===== src/sgd_fifo.sv =====
// package of shared constants and the data-path fifo of the grid driver
`default_nettype none

package sgd_pkg;
   localparam int DISP_BITS    = 20;    // shift stages and display outputs
   localparam int FIFO_DEPTH   = 8;     // words held between sampler and shifter
   localparam int ENT_W        = 2;     // fifo entry width
   localparam int ENT_DATA_POS = 0;     // serial bit carried by a shift entry
   localparam int ENT_KIND_POS = 1;     // 1 marks a latch command entry
   localparam int SYS_CLK_NS   = 10;    // system clock period
   localparam int T_CDO_NS     = 500;   // longest clock-low to data-out time
   localparam int CDO_CYC      = T_CDO_NS / SYS_CLK_NS;  // rounded down
   localparam logic [ENT_W-1:0] ENT_LATCH = 2'h2;  // latch command entry
endpackage : sgd_pkg

// small synchronous fifo, valid/ready on both sides
module sgd_fifo #(
   parameter int WIDTH = sgd_pkg::ENT_W,
   parameter int DEPTH = sgd_pkg::FIFO_DEPTH
) (
   input  wire logic             i_clk_sys,  // system clock
   input  wire logic             i_nrst,     // sync reset, active low
   input  wire logic             i_ce,       // clock enable
   input  wire logic             i_wvalid,   // write request
   output logic                  o_wready,   // room for one word
   input  wire logic [WIDTH-1:0] i_wdata,    // word to store
   output logic                  o_rvalid,   // a word is available
   input  wire logic             i_rready,   // reader takes the word
   output logic      [WIDTH-1:0] o_rdata     // oldest word
);
   localparam int AW = (DEPTH > 1) ? $clog2(DEPTH) : 1;
   localparam int CW = $clog2(DEPTH + 1);

   logic [WIDTH-1:0] mem      [DEPTH];
   logic [WIDTH-1:0] next_mem [DEPTH];
   logic [AW-1:0]    wptr, next_wptr, rptr, next_rptr;
   logic [CW-1:0]    count, next_count;
   logic             push, pop;

   // pointer advance with wrap at depth
   function automatic logic [AW-1:0] ptr_inc(input logic [AW-1:0] p);
      ptr_inc = (p == AW'(DEPTH - 1)) ? '0 : p + 1'b1;
   endfunction

   assign o_wready = (count != CW'(DEPTH));
   assign o_rvalid = (count != '0);
   assign o_rdata  = mem[rptr];
   assign push     = i_wvalid & o_wready;
   assign pop      = o_rvalid & i_rready;

   // next storage, pointers and fill level
   always_comb begin
      next_mem = mem;
      next_wptr = wptr;
      next_rptr = rptr;
      next_count = count;
      if (push) begin
         next_mem[wptr] = i_wdata;
         next_wptr = ptr_inc(wptr);
      end
      if (pop) begin
         next_rptr = ptr_inc(rptr);
      end
      if (push && !pop) begin
         next_count = count + 1'b1;
      end else if (pop && !push) begin
         next_count = count - 1'b1;
      end
   end

   // register fifo state
   always_ff @(posedge i_clk_sys) begin
      if (!i_nrst) begin
         wptr  <= '0;
         rptr  <= '0;
         count <= '0;
         for (int k = 0; k < DEPTH; k++) begin
            mem[k] <= '0;
         end
      end else if (i_ce) begin
         wptr  <= next_wptr;
         rptr  <= next_rptr;
         count <= next_count;
         mem   <= next_mem;
      end
   end
endmodule : sgd_fifo // sgd_fifo

`default_nettype wire


===== src/sgd_driver.sv =====
// serial-in grid driver: sampler, fifo, shift register, latch and blanking
//
// Notes on behaviour
// serial clock edges count only while enable is high.
// each rising serial clock edge samples data and shifts one stage.
// enable falling copies the whole shift register into the output latch.
// display keeps the old latched pattern while bits are shifting.
// bit leaving the shift register appears on data out at falling clock.
// blanking may be asserted any time and blanks the display.
// host clears by shifting 20 zeroes under enable, then dropping enable.
// host should run the zero flush after power-up.
// shift register and latch hold 20 bits; one turns an output on.
// blanking forces outputs off, keeps register and latch, release restores.
`default_nettype none

module sgd_driver #(
   parameter int N     = sgd_pkg::DISP_BITS,   // display outputs
   parameter int DEPTH = sgd_pkg::FIFO_DEPTH   // fifo words
) (
   input  wire logic         i_clk_sys,  // 100 MHz system clock
   input  wire logic         i_nrst,     // sync reset, active low
   input  wire logic         i_ce,       // clock enable, freezes all state
   input  wire logic         i_sclk,     // serial clock pin
   input  wire logic         i_din,      // serial data pin
   input  wire logic         i_enable,   // load envelope pin
   input  wire logic         i_blank,    // blanking control pin
   output logic              o_dout,     // cascade serial data out
   output logic [N-1:0]      o_disp,     // display outputs, 1 = on
   output logic              o_in_ready, // fifo has room for sampled events
   output logic              o_overrun   // sticky: a sampled event was lost
);
   // synchroniser stages and edge history
   logic sclk_m, sclk_s, sclk_d;
   logic din_m, din_s;
   logic en_m, en_s, en_d;
   logic blk_m, blk_s;

   // datapath state
   logic [N-1:0] shreg, next_shreg;
   logic [N-1:0] latch, next_latch;
   logic [N-1:0] next_disp;
   logic         hold, next_hold;
   logic         next_dout, next_overrun;

   // fifo handshakes
   logic                         wvalid, wready, rvalid, rready;
   logic [sgd_pkg::ENT_W-1:0]    wdata, rdata;
   logic                         clk_rise, clk_fall, en_fall;
   logic                         pop_bit, pop_latch;

   // two-flop synchronisers, first stage read only by the second
   always_ff @(posedge i_clk_sys) begin
      if (!i_nrst) begin
         sclk_m <= 1'b0;
         sclk_s <= 1'b0;
         sclk_d <= 1'b0;
         din_m  <= 1'b0;
         din_s  <= 1'b0;
         en_m   <= 1'b0;
         en_s   <= 1'b0;
         en_d   <= 1'b0;
         blk_m  <= 1'b0;
         blk_s  <= 1'b0;
      end else if (i_ce) begin
         sclk_m <= i_sclk;
         sclk_s <= sclk_m;
         sclk_d <= sclk_s;
         din_m  <= i_din;
         din_s  <= din_m;
         en_m   <= i_enable;
         en_s   <= en_m;
         en_d   <= en_s;
         blk_m  <= i_blank;
         blk_s  <= blk_m;
      end
   end

   // edge detection on synchronised pins
   assign clk_rise = sclk_s & ~sclk_d;
   assign clk_fall = ~sclk_s & sclk_d;
   assign en_fall  = ~en_s & en_d;

   // sampled events into the fifo: bits under enable, latch on enable fall
   always_comb begin
      wvalid = 1'b0;
      wdata  = '0;
      if (en_fall) begin
         wvalid = 1'b1;
         wdata  = sgd_pkg::ENT_LATCH;
      end else if (clk_rise && en_s) begin
         wvalid = 1'b1;
         wdata  = {1'b0, din_s};
      end
   end

   sgd_fifo #(
      .WIDTH (sgd_pkg::ENT_W),
      .DEPTH (DEPTH)
   ) u_fifo (
      .i_clk_sys (i_clk_sys),
      .i_nrst    (i_nrst),
      .i_ce      (i_ce),
      .i_wvalid  (wvalid),
      .o_wready  (wready),
      .i_wdata   (wdata),
      .o_rvalid  (rvalid),
      .i_rready  (rready),
      .o_rdata   (rdata)
   );

   // drain side stalls one cycle after each latch update
   assign rready    = ~hold;
   assign pop_bit   = rvalid & rready & ~rdata[sgd_pkg::ENT_KIND_POS];
   assign pop_latch = rvalid & rready & rdata[sgd_pkg::ENT_KIND_POS];

   // next shift register, latch, display and cascade output
   always_comb begin
      next_shreg   = shreg;
      next_latch   = latch;
      next_hold    = 1'b0;
      next_dout    = o_dout;
      next_overrun = o_overrun | (wvalid & ~wready);
      if (pop_bit) begin
         next_shreg = {shreg[N-2:0], rdata[sgd_pkg::ENT_DATA_POS]};
      end
      if (pop_latch) begin
         next_latch = shreg;
         next_hold  = 1'b1;
      end
      if (clk_fall && en_s) begin
         next_dout = shreg[N-1];
      end
      next_disp = blk_s ? '0 : latch;
   end

   // register datapath state and outputs
   always_ff @(posedge i_clk_sys) begin
      if (!i_nrst) begin
         shreg      <= '0;
         latch      <= '0;
         hold       <= 1'b0;
         o_dout     <= 1'b0;
         o_disp     <= '0;
         o_in_ready <= 1'b0;
         o_overrun  <= 1'b0;
      end else if (i_ce) begin
         shreg      <= next_shreg;
         latch      <= next_latch;
         hold       <= next_hold;
         o_dout     <= next_dout;
         o_disp     <= next_disp;
         o_in_ready <= wready;
         o_overrun  <= next_overrun;
      end
   end
endmodule : sgd_driver // sgd_driver

`default_nettype wire


===== config.mk =====
export PLATFORM = sky130hd
export DESIGN_NAME = sgd_driver
export DESIGN_NICKNAME = d
export VERILOG_FILES = /design/src/sgd_fifo.sv /design/src/sgd_driver.sv
export SDC_FILE = /design/constraint.sdc
export NUM_CORES = 1
export LEC_CHECK = 0
export BUFFER_PORTS_ARGS = -buffer_cell sky130_fd_sc_hd__buf_2
export CORE_MARGIN = 2
export CORE_UTILIZATION = 59
export DETAILED_ROUTE_END_ITERATION = 16
export PLACE_DENSITY = 0.74
export SETUP_SLACK_MARGIN = 0.05
export SYNTH_ARGS = -nofsm -noshare
export SYNTH_HDL_FRONTEND = slang
export SYNTH_HIERARCHICAL = 1
export SYNTH_SLANG_ARGS = --single-unit

===== constraint.sdc =====
create_clock -name i_clk_sys -period 3.4 [get_ports i_clk_sys]
set_clock_uncertainty 0.2 [all_clocks]
set_input_delay 0.68 -clock i_clk_sys [delete_from_list [all_inputs] [get_ports i_clk_sys]]
set_output_delay 0.68 -clock i_clk_sys [all_outputs]
set_load 0.005 [all_outputs]

Word-level counts from Yosys, hierarchy flattened
Cells that the tools add are included.
{"block": "totals", "reg_bits": 100, "in_bits": 7, "out_inout_bits": 23, "elab_cells": 86}
{"block": "classes", "add_sub_neg": 4, "order_cmp": 3, "n_eq_ne": 3, "mux": 16, "n_bitwise": 17, "n_reduce_logical": 15}
{"cell": "20-bit two-way mux", "n": 1}
{"cell": "16-bit bitwise mux", "n": 1}
{"cell": "2-bit AND reduction", "n": 6}
{"cell": "1-bit AND", "n": 8}
{"cell": "4-bit >= comparator, second input constant", "n": 2}
{"cell": "2-bit two-way mux", "n": 4}
{"cell": "4-bit two-way mux", "n": 2}
{"cell": "3-bit NOT with 4-bit output", "n": 2}
{"cell": "3-bit by 1-bit adder with 3-bit output, second input constant", "n": 2}
{"cell": "2-bit binary-select mux with 3-bit select", "n": 1}
{"cell": "2-bit demux with 3-bit select", "n": 1}
{"cell": "3-bit equality test, second input constant", "n": 2}
{"cell": "3-bit two-way mux", "n": 2}
{"cell": "1-bit NOT", "n": 6}
{"cell": "1-bit logical AND", "n": 5}
{"cell": "4-bit by 1-bit adder with 4-bit output, second input constant", "n": 1}
{"cell": "4-bit by 1-bit < comparator with 1-bit output, second input constant", "n": 1}
{"cell": "1-bit two-way mux", "n": 4}
{"cell": "4-bit inequality test, second input constant", "n": 1}
{"cell": "4-bit nonzero test", "n": 1}
{"cell": "4-bit by 1-bit subtractor with 4-bit output, second input constant", "n": 1}
{"cell": "1-bit logical NOT", "n": 2}
{"cell": "2-bit nonzero test", "n": 1}
{"cell": "1-bit bitwise OR", "n": 1}

Depth between registers and ports, before layout
{"block": "logic_depth", "word_depth": 10, "mapped_depth": 10}

Modules after synthesis
Netlist, hierarchy kept.
{"module": "sgd_driver", "n_inst": 1, "cells_each": 299, "area_each_um2": 2815.2}
{"module": "sgd_fifo", "n_inst": 1, "cells_each": 136, "area_each_um2": 1330.0}

Worst setup path before layout
OpenSTA, ideal clock, no wires.
{"block": "synth_timing", "kind": "flip-flop to flip-flop", "start": "reg u_fifo.count[0]", "end": "reg u_fifo.count[3]", "setup_time_ps": 72, "arrival_time_ps": 2416, "required_time_ps": 3128, "path_slack_ps": 713, "path_stages_with_launch": 11, "path_buffers": 1, "cell_sequence": "dfxtp_1 or4b_1 buf_2 and2_1 ha_1 inv_1 ha_1 a21o_1 a21oi_1 mux2i_1 mux2i_1"}
{"block": "synth_between", "elab_chain_cells": 6}
{"item": "start: declaration", "line_no": "sgd_fifo.sv:37", "text": "logic [CW-1:0] count, next_count;"}
{"item": "start signal: assignment", "line_no": "sgd_fifo.sv:83", "text": "count <= next_count;"}
{"item": "4-bit inequality test (*)", "line_no": "sgd_fifo.sv:45", "text": "assign o_wready = (count != CW'(DEPTH));"}
{"item": "via wready", "line_no": "sgd_driver.sv:46", "text": "logic wvalid, wready, rvalid, rready;"}
{"item": "1-bit AND (*)", "line_no": "sgd_fifo.sv:48", "text": "assign push = i_wvalid & o_wready;"}
{"item": "1-bit logical NOT", "line_no": "sgd_fifo.sv:66", "text": "end else if (pop && !push) begin"}
{"item": "1-bit logical AND", "line_no": "sgd_fifo.sv:66"}
{"item": "2-bit nonzero test (no line)"}
{"item": "2-bit AND reduction (no line)"}
The timed path passes the listed nets; every way through them passes the cells marked *. The select of a mux whose other input is x is not followed.
A chain may end at the register's enable or synchronous reset.

Final worst setup path
Same ends and word-level chain as after synthesis.

==> flow_summary.json <==
{
  "hold_viol": 0,
  "dr_total_vias": 2891,
  "worstPathArrival_ns": 2.96,
  "hpwl_mm": 4.55,
  "port_buffers": 29,
  "dieArea_mm2": 0.00771,
  "critPathMaxFanout": 5,
  "cts_buffers": 9,
  "ctsResizeCount": 0,
  "wl_met3_um": 166,
  "worstPathCellList": "or4b_1 > and2_1 > ha_1 > inv_1 > ha_1 > a21o_1 > a21oi_1 > mux2i_1 > mux2i_1",
  "ir_worst_vdd_mv": 0.272,
  "topRoutingLayerUsed": "met4",
  "viasPerCell": 5.28,
  "ant_nets": 0,
  "grt_max_degree": 76,
  "insertion_delay_ns": 0.36,
  "multi_input_area_mm2": 0.00196,
  "root_buffer": "clkbuf_8",
  "synth_cell_types": 40,
  "cts_setup_buffers": 0,
  "placedCellCount": 532,
  "crit_buf_inv": 1,
  "yosys_warnings": 6,
  "finalSetupTns_ns": 0,
  "layout_min_cycle_time_ns": 2.87,
  "crit_type": "reg -> reg",
  "fmax_ghz": 0.348,
  "final_util_pct": 65.7,
  "rsz0062_at_grt": "no",
  "cts_max_level": 3,
  "detail_route.iter0.violations": 109,
  "fillers": 583,
  "hold_path.class": "reg -> reg",
  "ios": 30,
  "grt-ovfl-total": 0,
  "startpoint_type": "register",
  "wl_met2_mm": 3.17,
  "final_cells": 548,
  "wl_per_cell_um": 12.6,
  "outcome": "finished clean",
  "worst_pin_slew_ns": 0.647,
  "drv_slew": 0,
  "maxCapViolCount": 0,
  "critPathTopFamily": "simple AND/OR/NAND/NOR gates",
  "synth_nets": 450,
  "wl_mm": 6.92,
  "final_cell_mix": "dfxtp_1, nand2_1, nand3_1, o21ai_0, nor2b_1",
  "grt_pass1_wl_mm": 11.8,
  "syn_area_mm2": 0.00415,
  "antenna_found_initial": 0,
  "power.leakage_nw": 1.66,
  "clockBufferDepth": 2,
  "slowest_stage": "or4b_1",
  "endpoint_kind": "register",
  "cts.reportedPaths.clkPinSlew_ns": 0.10,
  "cts_tree": "built",
  "core-area_mm2": 0.00679,
  "p_per_area_mw_per_mm2": 527,
  "clkSinkCount": 100,
  "layout.area.seq_mm2": 0.00200,
  "area_growth_pct": 7.64,
  "dr.pass1.iters": 4,
  "drc": 0,
  "postCtsHoldBufs": 0,
  "synth-seq-cells": 100,
  "die_w_um": 87.8,
  "critPathMaxStageDelay_ns": 0.67,
  "avgSynthCellArea_um2": 9.53,
  "drive_gt1_share_pct": 17.5,
  "ys_seq_area_share_pct": 48.3,
  "wl_met1_mm": 3.50,
  "start_util_pct": 61.0,
  "finalCritPeriodShare_pct": 84.5,
  "rows": 30,
  "gp_congestion": 0.781,
  "grt_pass1_vias": 2649,
  "layout_commonest_cell": "dfxtp_1",
  "die_y_um": 87.8,
  "required_ns": 3.49,
  "grt.total_usage_pct": 19.3,
  "syn_inst": 435,
  "setup_viol": 0,
  "n_antenna_cell": 0,
  "relSlewSlack_pct": 56.9,
  "fin_nets": 462
}
## synthesized netlist by cell type
library cell  instances  share of area, %
nand4_2               1              0.30
buf_2                 6              0.72
and4bb_2              1              0.30
nand4b_1              1              0.21
fa_1                  1              0.48
nor2b_1              41               6.2
nor2b_2              10               2.1
clkbuf_1             17               1.5
nand3b_1              3              0.54
buf_6                 2              0.54
a21oi_1              11               1.3
o22ai_1               1              0.15
mux4_2                4               2.2
or4_1                 1              0.18
xnor2_1               1              0.21
inv_1                 5              0.45
nand3_1              48               5.8
xor2_1                1              0.21
o21a_1                1              0.18
and2_1                4              0.60
o21ai_0              48               5.8
clkbuf_2              2              0.24
buf_4                 3              0.54
a21o_1                1              0.18
nand2b_1              5              0.75
nand3_4               1              0.42
nor4_2                1              0.30
a21oi_2              10               2.1
nor3_1                4              0.48
ha_1                  7               2.1
mux2_2                2              0.54
nand4b_2              1              0.36
nor2_1                6              0.54
dfxtp_1             100                48
nor2b_4               1              0.33
mux2i_1              30               7.2
nand2_1              50               4.5
or4b_1                1              0.24
o211a_1               1              0.24
buf_12                1              0.48
## stage by stage
step / setup slack (ns) / area [um2] / hold WS, ns / power [mW]
after floorplan: 0.713 / 4150 / 0.232 / 1.63
after global placement: 0.625 / 4280 / 0.240 / 1.66
after detailed placement: 0.552 / 4280 / 0.247 / 1.67
after CTS: 0.531 / 4460 / 0.261 / 2.38
after global routing: 0.364 / 4460 / 0.278 / 2.48
final: 0.526 / 4460 / 0.260 / 2.35
## kinds of logic after synthesis
kind of cell,synth area share [%]
AND/OR/NAND/NOR,24.2
flip-flops,48.3
AO/OA/AOI/OAI,9.99
buffers and inverters,4.53
multiplexers,9.96
adder cells (fa/ha/maj),2.60
XOR/XNOR,0.423
## final cells by class
| cell class | instances | area share [%] |
|---|---|---|
| clock inverters | 6 | 1.23 |
| clock buffers | 10 | 2.86 |
| inverters | 5 | 0.421 |
| well taps | 96 | 2.69 |
| repair buffers | 32 | 4.09 |
| flip-flops and latches | 100 | 44.9 |
| multi-input cells | 299 | 43.8 |
## sequential cells by signal, summed over array words and instances, names as in the netlist, 3 cells and up
register	flops
latch	20
o_disp	20
shreg	20
u_fifo/count	4
u_fifo/mem	16
u_fifo/rptr	3
u_fifo/wptr	3
## final timing paths
path                                 startpoint               to  slack (ns)  depth (start not counted)
worst max register to register  u_fifo/count[0]  u_fifo/count[3]        0.53                          9
worst min register to register    u_fifo/mem[0]    u_fifo/mem[0]        0.26                          2
worst max-delay path            u_fifo/count[0]  u_fifo/count[3]        0.53                          9
worst min-delay path              u_fifo/mem[0]    u_fifo/mem[0]        0.26                          2
## worst register-to-register path, cell delays in order, from the launching register on
cell and delay, ns:
dfxtp_1 0.38, or4b_1 0.67, and2_1 0.22, ha_1 0.20, inv_1 0.14, ha_1 0.25, a21o_1 0.17, a21oi_1 0.17
mux2i_1 0.23, mux2i_1 0.19
## report_power, final
| part | internal, mW | total, mW | leakage (nW) | switching, mW |
|---|---|---|---|---|
| clock | 0.281 | 0.704 | 0.0934 | 0.423 |
| combinational | 0.150 | 0.381 | 0.758 | 0.231 |
| sequential | 1.21 | 1.27 | 0.807 | 0.0557 |
| total | 1.64 | 2.35 | 1.66 | 0.710 |
## per-layer routing
| metal | up-vias | global-route usage (%) |
|---|---|---|
| met5 | - | 0 |
| met4 | 0 | 7.55 |
| met3 | 8 | 3.39 |
| met2 | 35 | 31.5 |
| met1 | 1341 | 25.4 |
| li1 | 1507 | - |
Power figures use the tool's default switching activity.
